[src/include/sleep_wake_pkg.sv]
/*
 * Constants for the sleep and wake controller: register offsets, bit
 * positions, reset values, watchdog timing and the controller states.
 * Assumes a 50 MHz system clock and a 32-bit classic Wishbone bus with
 * byte addresses; every register is 8 bits wide in the low byte lane.
 */
package sleep_wake_pkg;
    localparam logic [7:0] ADR_IRQ_CONTROL  = 8'h00;
    localparam logic [7:0] ADR_OPTION       = 8'h04;
    localparam logic [7:0] ADR_PIE_A        = 8'h08;
    localparam logic [7:0] ADR_PIE_B        = 8'h0c;
    localparam logic [7:0] ADR_PIR_A        = 8'h10;
    localparam logic [7:0] ADR_FAULT        = 8'h14;
    localparam logic [7:0] ADR_IOC_A        = 8'h18;
    localparam logic [7:0] ADR_IOC_B        = 8'h1c;
    localparam logic [7:0] ADR_STATUS       = 8'h20;
    localparam logic [7:0] ADR_LOCKOUT_CFG  = 8'h24;

    // irq_control bits
    localparam int IC_GIE  = 7;
    localparam int IC_PERIPH_IRQ_MASTER_ENABLE = 6;
    localparam int IC_T0IE = 5;
    localparam int IC_INTE = 4;
    localparam int IC_IOCE = 3;
    localparam int IC_T0IF = 2;
    localparam int IC_INTF = 1;
    localparam int IC_IOCF = 0;
    // option_settings bits
    localparam int OPT_INTEDG = 6;
    localparam int OPT_PSA    = 3;
    localparam int OPT_PS_MSB = 2;
    // core_status bits
    localparam int ST_TO = 4;
    localparam int ST_PD = 3;
    // fault_irq_flags bits
    localparam int FL_UV   = 7;
    localparam int FL_OT   = 6;
    localparam int FL_OC   = 5;
    localparam int FL_OV   = 4;
    localparam int FL_VHI  = 1;
    localparam int FL_VLO  = 0;
    localparam logic [7:0] FAULT_IMPL_MASK = 8'hf3;
    // lockout_config bits
    localparam int CF_VLO_RISE = 0;
    localparam int CF_VLO_FALL = 1;
    localparam int CF_VHI_RISE = 2;
    localparam int CF_VHI_FALL = 3;
    localparam int CF_ASE      = 4;
    localparam int CF_WDT_SLP  = 5;
    localparam logic [7:0] CFG_IMPL_MASK = 8'h3f;

    localparam logic [7:0] RST_IRQ_CONTROL = 8'h00;
    localparam logic [7:0] RST_OPTION      = 8'hff;
    localparam logic [7:0] RST_STATUS      = 8'h18;
    localparam logic [7:0] RST_ZERO        = 8'h00;
    localparam logic [7:0] RST_CFG         = 8'h10;

    // watchdog base period
    localparam int WDT_PERIOD_US = 18;
    localparam int CLK_MHZ       = 50;
    localparam int WDT_BASE_CYCLES = WDT_PERIOD_US * CLK_MHZ;

    // positions in the synchronised pin vector
    localparam int SY_EXT_RST = 0;
    localparam int SY_BOR     = 1;
    localparam int SY_INT     = 2;
    localparam int SY_VHI     = 3;
    localparam int SY_VLO     = 4;
    localparam int SY_UV      = 5;
    localparam int SY_OT      = 6;
    localparam int SY_OC      = 7;
    localparam int SY_OV      = 8;
    localparam int SY_PCA     = 9;
    localparam int SY_PCB     = 17;
    localparam int SYNC_W     = 25;

    typedef enum logic [1:0] {
        ST_RUN   = 2'b00,
        ST_SLEEP = 2'b01,
        ST_STEP  = 2'b10
    } ctl_state_e;
endpackage : sleep_wake_pkg

[src/core/sleep_wake_control.sv]
/*
 * Sleep entry and wake control with watchdog, interrupt flag registers,
 * fault flag register and a classic Wishbone register slave.
 * Assumes the core gives one-cycle pulses on sys_clk for sleep, clear
 * watchdog and instruction retire; analog and pin inputs are asynchronous.
 */
module sleep_wake_control
    import sleep_wake_pkg::*;
#(
    parameter int WDT_CYCLES = WDT_BASE_CYCLES, // base watchdog period
    parameter int WDT_W      = 24               // watchdog counter width
) (
    input  wire logic        sys_clk,            // system clock
    input  wire logic        rst,                // power-on reset
    input  wire logic        wb_cyc_i,           // bus cycle
    input  wire logic        wb_stb_i,           // bus strobe
    input  wire logic        wb_we_i,            // write enable
    input  wire logic [7:0]  wb_adr_i,           // byte address
    input  wire logic [3:0]  wb_sel_i,           // byte lanes
    input  wire logic [31:0] wb_dat_i,           // write data
    output logic      [31:0] wb_dat_o,           // read data
    output logic             wb_ack_o,           // acknowledge
    input  wire logic        sleep_exec,         // sleep instruction pulse
    input  wire logic        clrwdt_exec,        // clear-watchdog pulse
    input  wire logic        instr_retire,       // instruction done pulse
    input  wire logic        watchdog_enable,    // configuration enable
    input  wire logic        ext_reset_enable,   // reset pin enable
    input  wire logic        external_reset_pin_n, // reset pin, low active
    input  wire logic        brownout_reset,     // supply monitor reset
    input  wire logic        ext_int_pin,        // external interrupt pin
    input  wire logic        vin_high_level,     // input overvoltage
    input  wire logic        vin_low_level,      // input undervoltage
    input  wire logic        out_undervolt,      // output undervoltage
    input  wire logic        overtemp,           // overtemperature
    input  wire logic        out_overcurrent,    // output overcurrent
    input  wire logic        out_overvolt,       // output overvoltage
    input  wire logic [7:0]  pin_change_a,       // change pins, port a
    input  wire logic [7:0]  pin_change_b,       // change pins, port b
    input  wire logic [7:0]  periph_events_a,    // peripheral set pulses
    output logic             cpu_clk_en,         // core clock gate
    output logic             analog_supply_on,   // analog rail enable
    output logic             port_hold,          // freeze pin drivers
    output logic             prefetch_req,       // fetch next address
    output logic             core_reset,         // full device reset
    output logic             irq_req,            // interrupt to core
    output logic             asleep              // power-down state
);
    typedef struct packed {
        logic [SYNC_W-1:0] s1;
        logic [SYNC_W-1:0] s2;
        logic [SYNC_W-1:0] s3;
        logic [SYNC_W-1:0] lvl;
        ctl_state_e        state;
        logic [7:0]        irq_control;
        logic [7:0]        option_settings;
        logic [7:0]        pie_a;
        logic [7:0]        pie_b;
        logic [7:0]        pir_a;
        logic [7:0]        fault;
        logic [7:0]        ioc_a;
        logic [7:0]        ioc_b;
        logic [7:0]        status;
        logic [7:0]        lockout_config;
        logic [WDT_W-1:0]  wdt_cnt;
        logic [7:0]        wdt_pre;
        logic [31:0]       dat;
        logic              ack;
        logic              clk_en;
        logic              ana_on;
        logic              hold;
        logic              prefetch;
        logic              creset;
        logic              irq;
    } ctl_s;

    localparam logic [WDT_W-1:0] WDT_LAST = WDT_W'(WDT_CYCLES - 1);
    localparam logic [WDT_W-1:0] WDT_ONE  = WDT_W'(1);
    // idle pin levels: only the low-active reset pin rests high
    localparam logic [SYNC_W-1:0] SYNC_IDLE = SYNC_W'(1) << SY_EXT_RST;

    ctl_s st_r;
    ctl_s st_nxt;

    logic [SYNC_W-1:0] pins;
    logic [SYNC_W-1:0] rise;
    logic [SYNC_W-1:0] fall;
    logic [7:0]        rd_val;
    logic [7:0]        wd;
    logic [7:0]        pre_last;
    logic              wr;
    logic              wake_src;
    logic              periph_pend;
    logic              ext_rst_evt;
    logic              bor_evt;
    logic              wdt_run;
    logic              wdt_tick;
    logic              wdt_out;
    logic              wdt_clr;

    assign pins = {pin_change_b, pin_change_a, out_overvolt, out_overcurrent,
                   overtemp, out_undervolt, vin_low_level, vin_high_level,
                   ext_int_pin, brownout_reset, external_reset_pin_n};

    always_comb begin
        case (wb_adr_i)
            ADR_IRQ_CONTROL: rd_val = st_r.irq_control;
            ADR_OPTION:      rd_val = st_r.option_settings;
            ADR_PIE_A:       rd_val = st_r.pie_a;
            ADR_PIE_B:       rd_val = st_r.pie_b & FAULT_IMPL_MASK;
            ADR_PIR_A:       rd_val = st_r.pir_a;
            ADR_FAULT:       rd_val = st_r.fault & FAULT_IMPL_MASK;
            ADR_IOC_A:       rd_val = st_r.ioc_a;
            ADR_IOC_B:       rd_val = st_r.ioc_b;
            ADR_STATUS:      rd_val = st_r.status;
            ADR_LOCKOUT_CFG: rd_val = st_r.lockout_config;
            default:         rd_val = RST_ZERO;
        endcase
    end

    always_comb begin
        st_nxt = st_r;
        // a change counts once stages two and three agree
        st_nxt.s1  = pins;
        st_nxt.s2  = st_r.s1;
        st_nxt.s3  = st_r.s2;
        st_nxt.lvl = (st_r.s2 & st_r.s3) | (st_r.lvl & (st_r.s2 | st_r.s3));
        rise = st_nxt.lvl & ~st_r.lvl;
        fall = st_r.lvl & ~st_nxt.lvl;
        ext_rst_evt = ext_reset_enable & ~st_r.lvl[SY_EXT_RST];
        // brown-out is not armed in sleep; the pin reset is, whenever ext_reset_enable is set
        bor_evt = st_r.lvl[SY_BOR] & (st_r.state != ST_SLEEP);

        st_nxt.ack = wb_cyc_i & wb_stb_i & ~st_r.ack;
        if (wb_cyc_i && wb_stb_i && !st_r.ack) begin
            st_nxt.dat = {24'h000000, rd_val};
        end
        wr = wb_cyc_i & wb_stb_i & wb_we_i & st_r.ack & wb_sel_i[0];
        wd = wb_dat_i[7:0];

        if (wr) begin
            case (wb_adr_i)
                ADR_IRQ_CONTROL: st_nxt.irq_control = wd;
                ADR_OPTION:      st_nxt.option_settings = wd;
                ADR_PIE_A:       st_nxt.pie_a = wd;
                ADR_PIE_B:       st_nxt.pie_b = wd & FAULT_IMPL_MASK;
                ADR_PIR_A:       st_nxt.pir_a = wd;
                // flags only fall on a written zero or a device reset
                ADR_FAULT:       st_nxt.fault = st_r.fault & wd;
                ADR_IOC_A:       st_nxt.ioc_a = wd;
                ADR_IOC_B:       st_nxt.ioc_b = wd;
                ADR_STATUS: begin
                    st_nxt.status = wd;
                    st_nxt.status[ST_TO] = st_r.status[ST_TO];
                    st_nxt.status[ST_PD] = st_r.status[ST_PD];
                end
                ADR_LOCKOUT_CFG: st_nxt.lockout_config = wd & CFG_IMPL_MASK;
                default: begin
                end
            endcase
        end

        // hardware sets after the write, so a set beats a clear
        st_nxt.pir_a = st_nxt.pir_a | periph_events_a;
        st_nxt.fault[FL_UV] = st_nxt.fault[FL_UV] | rise[SY_UV];
        st_nxt.fault[FL_OT] = st_nxt.fault[FL_OT] | rise[SY_OT];
        st_nxt.fault[FL_OC] = st_nxt.fault[FL_OC] | rise[SY_OC];
        st_nxt.fault[FL_OV] = st_nxt.fault[FL_OV] | rise[SY_OV];
        st_nxt.fault[FL_VHI] = st_nxt.fault[FL_VHI]
            | (st_r.lockout_config[CF_VHI_RISE] & rise[SY_VHI])
            | (st_r.lockout_config[CF_VHI_FALL] & fall[SY_VHI]);
        st_nxt.fault[FL_VLO] = st_nxt.fault[FL_VLO]
            | (st_r.lockout_config[CF_VLO_RISE] & rise[SY_VLO])
            | (st_r.lockout_config[CF_VLO_FALL] & fall[SY_VLO]);
        st_nxt.irq_control[IC_INTF] = st_nxt.irq_control[IC_INTF]
            | (st_r.option_settings[OPT_INTEDG] ? rise[SY_INT]
                                                 : fall[SY_INT]);
        st_nxt.irq_control[IC_IOCF] = st_nxt.irq_control[IC_IOCF]
            | (|((rise[SY_PCA +: 8] | fall[SY_PCA +: 8]) & st_r.ioc_a))
            | (|((rise[SY_PCB +: 8] | fall[SY_PCB +: 8]) & st_r.ioc_b));

        // besides the watchdog, only the two pin sources wake; global enable plays no part
        wake_src = (st_r.irq_control[IC_INTE] & st_r.irq_control[IC_INTF])
                 | (st_r.irq_control[IC_IOCE]
                    & st_r.irq_control[IC_IOCF]);
        periph_pend = st_r.irq_control[IC_PERIPH_IRQ_MASTER_ENABLE]
            & (|(st_r.pie_a & st_r.pir_a)
               | |(st_r.pie_b & st_r.fault));

        // watchdog with optional power-of-two postscaler
        wdt_run = watchdog_enable & ((st_r.state != ST_SLEEP)
                  | st_r.lockout_config[CF_WDT_SLP]);
        pre_last = (8'h01 << st_r.option_settings[OPT_PS_MSB:0]) - 8'h01;
        wdt_tick = wdt_run & (st_r.wdt_cnt == WDT_LAST);
        wdt_out = wdt_tick & (~st_r.option_settings[OPT_PSA]
                  | (st_r.wdt_pre == pre_last));
        wdt_clr = clrwdt_exec | ~watchdog_enable;
        if (wdt_run) begin
            st_nxt.wdt_cnt = wdt_tick ? '0 : st_r.wdt_cnt + WDT_ONE;
            if (wdt_tick) begin
                st_nxt.wdt_pre = wdt_out ? 8'h00 : st_r.wdt_pre + 8'h01;
            end
        end

        st_nxt.prefetch = 1'b0;
        st_nxt.creset = 1'b0;
        case (st_r.state)
            ST_RUN, ST_STEP: begin
                if (st_r.state == ST_STEP && instr_retire) begin
                    st_nxt.state = ST_RUN;
                end
                if (sleep_exec) begin
                    st_nxt.prefetch = 1'b1;
                    if (!wake_src) begin
                        st_nxt.state = ST_SLEEP;
                        wdt_clr = 1'b1;
                        st_nxt.status[ST_PD] = 1'b0;
                        st_nxt.status[ST_TO] = 1'b1;
                    end
                end
            end
            ST_SLEEP: begin
                if (wdt_out) begin
                    st_nxt.state = ST_RUN;
                    st_nxt.status[ST_TO] = 1'b0;
                    wdt_clr = 1'b1;
                end else if (wake_src) begin
                    st_nxt.state = ST_STEP;
                    wdt_clr = 1'b1;
                end
            end
            default: st_nxt.state = ST_RUN;
        endcase
        if (wdt_clr) begin
            st_nxt.wdt_cnt = '0;
            st_nxt.wdt_pre = 8'h00;
        end

        if (ext_rst_evt || bor_evt
            || (wdt_out && st_r.state != ST_SLEEP)) begin
            st_nxt.state           = ST_RUN;
            st_nxt.irq_control     = RST_IRQ_CONTROL;
            st_nxt.option_settings = RST_OPTION;
            st_nxt.pie_a           = RST_ZERO;
            st_nxt.pie_b           = RST_ZERO;
            st_nxt.pir_a           = RST_ZERO;
            st_nxt.fault           = RST_ZERO;
            st_nxt.ioc_a           = RST_ZERO;
            st_nxt.ioc_b           = RST_ZERO;
            st_nxt.lockout_config  = RST_CFG;
            st_nxt.wdt_cnt         = '0;
            st_nxt.wdt_pre         = 8'h00;
            st_nxt.creset          = 1'b1;
            // pin reset keeps the flags so firmware can see the cause
            if (!ext_rst_evt) begin
                st_nxt.status = RST_STATUS;
                st_nxt.status[ST_TO] = ~(wdt_out & ~bor_evt);
            end
        end

        st_nxt.clk_en = (st_nxt.state != ST_SLEEP);
        st_nxt.hold   = (st_nxt.state == ST_SLEEP);
        st_nxt.ana_on = ~((st_nxt.state == ST_SLEEP)
                          & st_nxt.lockout_config[CF_ASE]);
        // core pushes only the return address on entry
        st_nxt.irq = (st_nxt.state == ST_RUN)
            & st_nxt.irq_control[IC_GIE]
            & ((st_nxt.irq_control[IC_T0IE] & st_nxt.irq_control[IC_T0IF])
               | wake_src | periph_pend);
    end

    always_ff @(posedge sys_clk) begin
        if (rst) begin
            st_r                 <= '0;
            // idle levels, so no false edge follows reset
            st_r.s1              <= SYNC_IDLE;
            st_r.s2              <= SYNC_IDLE;
            st_r.s3              <= SYNC_IDLE;
            st_r.lvl             <= SYNC_IDLE;
            st_r.state           <= ST_RUN;
            st_r.irq_control     <= RST_IRQ_CONTROL;
            st_r.option_settings <= RST_OPTION;
            st_r.status          <= RST_STATUS;
            st_r.lockout_config  <= RST_CFG;
            st_r.clk_en          <= 1'b1;
            st_r.ana_on          <= 1'b1;
            st_r.creset          <= 1'b1;
        end else begin
            st_r <= st_nxt;
        end
    end

    assign wb_dat_o         = st_r.dat;
    assign wb_ack_o         = st_r.ack;
    assign cpu_clk_en       = st_r.clk_en;
    assign analog_supply_on = st_r.ana_on;
    assign port_hold        = st_r.hold;
    assign prefetch_req     = st_r.prefetch;
    assign core_reset       = st_r.creset;
    assign irq_req          = st_r.irq;
    assign asleep           = st_r.hold;
endmodule : sleep_wake_control

[config.mk]
export PLATFORM = sky130hd
export DESIGN_NAME = sleep_wake_control
export DESIGN_NICKNAME = d
export VERILOG_FILES = /design/src/include/sleep_wake_pkg.sv /design/src/core/sleep_wake_control.sv
export SDC_FILE = /design/constraint.sdc
export NUM_CORES = 1
export LEC_CHECK = 0
export BUFFER_PORTS_ARGS = -buffer_cell sky130_fd_sc_hd__buf_2
export CAP_MARGIN = 20
export CORE_ASPECT_RATIO = 1.2
export CORE_MARGIN = 4
export CORE_UTILIZATION = 54
export CTS_BUF_LIST = sky130_fd_sc_hd__clkbuf_4 sky130_fd_sc_hd__clkbuf_8
export DETAILED_ROUTE_END_ITERATION = 7
export GPL_TIMING_DRIVEN = 1
export HOLD_SLACK_MARGIN = 0.15
export PLACE_DENSITY = 0.78
export SETUP_SLACK_MARGIN = 0.05
export SYNTH_ARGS = -nofsm -noshare
export SYNTH_HDL_FRONTEND = slang
export SYNTH_SLANG_ARGS = --single-unit
[constraint.sdc]
create_clock -name sys_clk -period 2 [get_ports sys_clk]
set_input_delay 0.2 -clock sys_clk [delete_from_list [all_inputs] [get_ports sys_clk]]
set_output_delay 0.2 -clock sys_clk [all_outputs]
set_load 0.01 [all_outputs]
Yosys cells after proc, flatten, opt, wreduce, memory -nomap -nowiden
Index checks and enable logic that the tools add are counted.

word-level totals
  word-level logic and storage cells = 178
  flip-flop bits (word level) = 225
  output and inout bits = 40

operators by class
  reduce and logical (&&, ||, !) cells = 27
  shift-type cells = 1
  bitwise gates (word level) = 64
  add/sub/neg operators = 3
  mux-type cells = 38
  eq/ne operators = 16

operators by type and width
  cell                                              number
  2-to-1 mux 114 bit                                1
  bitwise AND 25 bit                                4
  2-to-1 mux 8 bit                                  12
  2-to-1 mux 80 bit                                 1
  one-hot mux 8 bit (10 select lines)               1
  2-to-1 mux 32 bit                                 2
  NOT 25 bit                                        2
  OR 25 bit                                         2
  bitwise AND 8 bit                                 5
  == test 8 x 5 -> 1 bit (second input constant)    4
  OR reduction 8 bit                                4
  adder 24 x 1 -> 24 bit (second input constant)    1
  == test 24 x 10 -> 1 bit (second input constant)  1
  2-to-1 mux 24 bit                                 1
  OR 8 bit                                          3
  bitwise AND 1 bit                                 22
  OR 1 bit                                          18
  AND reduction 2 bit                               9
  == test 8 x 4 -> 1 bit (second input constant)    2
  == test 8 x 6 -> 1 bit (second input constant)    2
  2-to-1 mux 2 bit                                  7
  2-to-1 mux 1 bit                                  9
  adder 8 x 1 -> 8 bit (second input constant)      1
  == test 8 x 3 -> 1 bit (second input constant)    1
  other kinds (17)                                  34

Longest topological paths before layout
  depth after elaboration = 15
  gate-level depth with buffers = 9
  gate-level depth less buffers = 7

Least setup slack after synthesis
Ideal clock, no wire load.

  kind = register to register
  start point = reg st_r, in the netlist wb_ack_o
  end point = reg st_r[75] (netlist name)
  clock period less this slack = 2.050 ns
  stages on the path, launching flop included = 6
  data required time = 1.877 ns
  arrival = 1.926 ns
  path buffers = 0
  slack = -0.050 ns
  cells stage by stage = dfxtp_1 -> and3_1 -> nand3_1 -> nor3_2 -> mux2_2 -> or2_2

between the ends
  word-level cells in the longest chain between the ends = 4

RTL lines
  element                         line                       source
  start: declaration              sleep_wake_control.sv:81   ctl_s st_r;
  start signal: assignment        sleep_wake_control.sv:288  st_r <= st_nxt;
  bitwise AND 1 bit (2 in a row)  sleep_wake_control.sv:137  wr = wb_cyc_i & wb_stb_i & wb_we_i & st_r.ack & wb_sel_i[0];
  2-to-1 mux 80 bit               sleep_wake_control.sv:140  if (wr) begin
  2-to-1 mux 114 bit              sleep_wake_control.sv:238  if (ext_rst_evt || bor_evt

Every way passes these cells.
A chain may end at the register's enable or synchronous reset.

Final worst setup path
  start point = reg st_r[151] (netlist name)
  end point = reg st_r[82] (netlist name)

between the ends
  word-level cells in the longest chain between the ends = 8
  elaborated cells on any way between the ends = 15
  those cells by class = 2 x eq/ne; 3 x mux; 5 x bitwise; 5 x reduce/logical

RTL lines
  element                 line                                                                             source
  != test 2 x 1 -> 1 bit  sleep_wake_control.sv:131, sleep_wake_control.sv:190, sleep_wake_control.sv:239
  OR 1 bit                sleep_wake_control.sv:191                                                        | st_r.lockout_config[CF_WDT_SLP]);
  bitwise AND 1 bit       sleep_wake_control.sv:190                                                        wdt_run = watchdog_enable & ((st_r.state != ST_SLEEP)
  bitwise AND 1 bit       sleep_wake_control.sv:193                                                        wdt_tick = wdt_run & (st_r.wdt_cnt == WDT_LAST);
  bitwise AND 1 bit       sleep_wake_control.sv:194                                                        wdt_out = wdt_tick & (~st_r.option_settings[OPT_PSA]
  logical AND 1 bit       sleep_wake_control.sv:239                                                        || (wdt_out && st_r.state != ST_SLEEP)) begin
  logical OR 1 bit        sleep_wake_control.sv:239
  2-to-1 mux 114 bit *    sleep_wake_control.sv:238

Mark *: on every way between the ends. The rest lies on a longest branch, timed or not.

==> reports/metrics.sh <==
EFFECTIVE_UTILIZATION_AT_FLOORPLAN_PCT=54.8
WORST-SLEW-PIN-TRANSITION_NS=0.636
HTREEDEPTH=2
CRITICAL_PATH.SLOWEST_CELL='sky130_fd_sc_hd__or3b_4'
DOMINANT_COMBINATIONAL_CELL_FAMILY_BY_AREA_AFTER_SYNTHESIS='simple AND/OR/NAND/NOR gates'
GRT_MAX_DEGREE=119
AVGVIACOUNTPERCELL=5.54
GRT_SETUP_UNREPAIRED='yes'
CLOCK_SKEW_NS=0.0190
CTS-ROOT-TO-SINK-BUFFERS=3
GRT_MOST_USED_LAYER='met2'
CLK_LATENCY_NS=0.53
SYNTH_FF_TYPE='sky130_fd_sc_hd__dfxtp_1'
ANTENNA_CELLS=0
FINALSETUPVIOLATIONS=0
ROUTEDWLPERCELL_UM=16.9
WORST_EP_ARRIVAL_TIME_NS=2.39
SYNTHESIS.INSTANCES=1069
SYNTH_FA_HA_AREA_SHARE_PCT=0.262
YOSYSWARNINGS=0
TOTAL_LEAKAGE_POWER_nW=4.83
ROUTE.DETAILED.DRC=0
NUM_VIAS=8248
LARGEST_INCREMENTAL_DELAY_ON_THE_CRITICAL_PATH_NS=0.41
WORSTSETUPPATHTYPE='reg2reg'
VDD.IR_DROP.WORST_uV=709
CELL_AREA_AFTER_TECHNOLOGY_MAPPING_UM2=9550
PLACEMENTROWS=53
POST_SYNTH.CELL_AREA_AVG_UM2=8.94
TIMING.FINAL.MAX_SLEW_VIOLATIONS=0
FMAXACHIEVABLE_MHz=506
OVERFLOW=0
WORST_SETUP_PATH_START_KIND='flip-flop'
TIMING.CRITICAL_PATH.FANOUT_MAX=3
GRT_USAGE_PCT=24.6
POST_SYNTH_MUX_AREA_SHARE_PCT=7.36
DETAIL_ROUTE.FIRST_PASS.ITERATIONS=5
DRTITER0DRC=676
GLOBALROUTEMET2UTIL_PCT=41.5
LAYOUT_SETUP_WS_NS=0.0255
POST_SYNTH_AND_OR_NAND_NOR_AREA_FRACTION_PCT=25.0
SYNTH_XOR_XNOR_AREA_SHARE_PCT=2.38
ASYNCSETRESETFLOPFRACSYNTH_PCT=0
POST-PLACE-WS_NS=-0.0844
DIEWIDTH_UM=129
TRITONCTS.NUM_BUFFERS=37
TIMING.CRITICAL_PATH.REQUIRED_NS=2.42
YS_TOP_CELLS_BY_AREA='sky130_fd_sc_hd__dfxtp_1 (47%), sky130_fd_sc_hd__mux2i_1 (5.2%), sky130_fd_sc_hd__nor2b_1 (5.1%), sky130_fd_sc_hd__nand2_1 (4.5%), sky130_fd_sc_hd__nor2_1 (3.9%)'
PORT_BUFFERS=75
ROUTED_WIRELENGTH_UM=25200
DRT.ANTENNA.VIOLATING_NETS=0
FINAL_NET_COUNT=1335
POSTSYNTHREGISTERBITS=223
LAYOUT-AREA-OVERHEAD-VS-SYNTH_PCT=26.6
SYNTH_EDF_COUNT=0
MAX_CAP_VIOL_COUNT=0
MET1_USAGE_PCT=29.4
IOS=127
GR-USAGE-MET3_PCT=4.66
GRT_ANTENNA_BEFORE_REPAIR=0
SLEW-LIMIT-HEADROOM_PCT=57.5
FIN_CRIT_SH_PCT=98.7
FINAL_HOLD_VIOLATING_ENDPOINTS=0
DESIGN.CORE.AREA_UM2=17400
DIEAREA_UM2=19900
YOSYSUNIQUECELLTYPES=76
PLACE_HPWL_UM=17000
GRT_PASS1_WL_UM=39500
GPL.FINAL_WEIGHTED_CONGESTION=1.01
CLK_ROOT_BUFFER_CELL='sky130_fd_sc_hd__clkbuf_8'
FIN_UTIL_PCT=69.3
FILLCELLCOUNT=1371
GRT_PASS1_VIAS=8073
SYNTH_SEQUENTIAL_AREA_RATIO_PCT=46.7
NUMCLOCKSINKS=223
LAYOUT-DRIVE-GT1-SHARE_PCT=23.7
WORSTHOLDPATHTYPE='in2reg'
SYNTH.LARGEST_AREA_CELL='sky130_fd_sc_hd__dfxtp_1'
CP-END-KIND='flip-flop'
SYNTH_LARGEST_TYPE_AREA_FRACTION_PCT=46.7
CTS_TREE='done'
PWR_DENSITY_CELL_nW_PER_UM2=783
SYNTH_COMPOUND_AREA_SHARE_PCT=12.4
RUN_STATUS='finished, final reports clean'
SETUP_TNS_NS=0
CRITICAL_PATH_CELL_LIST='or3b_4 -> nand4b_1 -> nor3_1 -> a41o_1 -> o211a_4 -> a211o_1'
FINAL_PERIOD_MINUS_WORST_SETUP_SLACK_NS=1.97
CLKSLEWWORSTSETUPHOLDPATHS_NS=0.07
DIE-HEIGHT_UM=154
==> synth_stat cells, types with 3 or more instances <==
master,n
sky130_fd_sc_hd__a31oi_1,5
sky130_fd_sc_hd__clkbuf_1,30
sky130_fd_sc_hd__nand3_1,44
sky130_fd_sc_hd__xor2_1,12
sky130_fd_sc_hd__buf_4,38
sky130_fd_sc_hd__nor2b_1,78
sky130_fd_sc_hd__nand2_1,115
sky130_fd_sc_hd__and4b_1,3
sky130_fd_sc_hd__dfxtp_1,223
sky130_fd_sc_hd__and3_1,7
sky130_fd_sc_hd__nor2_1,99
sky130_fd_sc_hd__mux4_2,4
sky130_fd_sc_hd__nor4_1,9
sky130_fd_sc_hd__a22o_1,5
sky130_fd_sc_hd__or2_2,6
sky130_fd_sc_hd__o2111ai_1,3
sky130_fd_sc_hd__buf_2,12
sky130_fd_sc_hd__mux2i_1,50
sky130_fd_sc_hd__o22ai_1,8
sky130_fd_sc_hd__buf_1,4
sky130_fd_sc_hd__o21ai_0,56
sky130_fd_sc_hd__a311oi_1,4
sky130_fd_sc_hd__nand2b_1,13
sky130_fd_sc_hd__a211oi_1,4
sky130_fd_sc_hd__nand4b_1,5
sky130_fd_sc_hd__or3_1,3
sky130_fd_sc_hd__mux2_2,10
sky130_fd_sc_hd__nand4_1,15
sky130_fd_sc_hd__nand3b_1,15
sky130_fd_sc_hd__nor3_1,14
sky130_fd_sc_hd__inv_1,18
sky130_fd_sc_hd__a21boi_0,4
sky130_fd_sc_hd__nor3b_1,9
sky130_fd_sc_hd__and4_1,3
sky130_fd_sc_hd__xnor2_1,14
sky130_fd_sc_hd__a21oi_1,64
sky130_fd_sc_hd__a22oi_1,17
==> worst paths after layout <==
| check | slack (ns) | start | depth (start not counted) | end |
|---|---|---|---|---|
| max | 0.03 | st_r[151] | 6 | st_r[82] |
| min | 0.21 | wb_adr_i[1] | 5 | wb_dat_o[1] |
| max reg2reg | 0.03 | st_r[151] | 6 | st_r[82] |
| min reg2reg | 0.42 | st_nxt[203] | 1 | st_nxt[178] |
==> worst max-delay path, delay by kind of cell, from the launching register on <==
| family | cells | cell delay (ns) |
|---|---|---|
| simple gates | 3 | 0.70 |
| flops | 1 | 0.34 |
| compound gates | 3 | 0.82 |
==> cells in the final DEF (no fill, tap or decap), drive strengths merged, types with 14 or more instances in the layout <==
cell	count
dfxtp	223
buf	149
nand2	115
nor2	102
nor2b	78
a21oi	64
o21ai	59
clkbuf	55
mux2i	50
dlygate4sd3	48
nand3	44
conb	24
inv	18
a22oi	17
nand4	16
nand3b	15
nor3	15
xnor2	14
nand2b	14
==> area by class of cell <==
type                       count  area (um2)  area share, %
clock inverter                10         114          0.942
multi-input combinational    766        4870           40.3
timing repair buffer         200        1610           13.3
clock buffer                  52         672           5.56
tap                          220         275           2.28
inverter                      18        67.6          0.559
sequential                   223        4480           37.1
==> flip-flops by register name, summed over array words and instances, names as in the netlist <==
register / count
st_nxt: 50
wb_dat_o: 8
wb_ack_o: 1
st_r: 158
core_reset: 1
asleep: 1
prefetch_req: 1
cpu_clk_en: 1
analog_supply_on: 1
irq_req: 1
==> logic make-up after synthesis <==
family | count (synthesis)
and+or+nand+nor | 457
DFF | 223
AOI/OAI and AO/OA | 193
buffers and inverters | 103
muxes | 64
xor gates and xnor gates | 26
adders and majority gates | 2
other | 1
==> stage by stage <==
step           area [um2]  std cells  power (W)  hold WS, ns
4_1_cts             11800       1481    0.00950        0.192
2_1_floorplan        9650       1092    0.00502        0.304
3_3_place_gp        10400       1370    0.00521        0.385
6_report            12100       1489    0.00947        0.207
3_5_place_dp        10400       1370    0.00522        0.385
5_1_grt             12100       1489    0.00983        0.228
==> timing repair <==
item | in CTS | in global routing
setup buffers | 1 | 3
setup endpoints to repair | 104 | 102
pin swaps | 5 | 18
resized for setup | 14 | 56
gates cloned | 0 | 5
hold buffers | 48 | 0
endpoints found under the hold margin | 96 | 0
==> report_power, final <==
group          total [W]  leakage, nW  internal, W  switching, W
sequential       0.00459         1.82      0.00454     0.0000585
combinational   0.000659         2.61     0.000311      0.000348
clock            0.00421        0.400      0.00243       0.00178
==> routing by layer <==
metal  part of all wire (%)  routed length, um  vias to the layer above
met4                    4.1               1040                        0
li1                       -                  -                     4016
met2                     49              12500                      309
met1                     40              10200                     3856
met5                      0                  0                        -
met3                    6.2               1550                       67
Note: power is estimated with default switching activity, not from simulation.
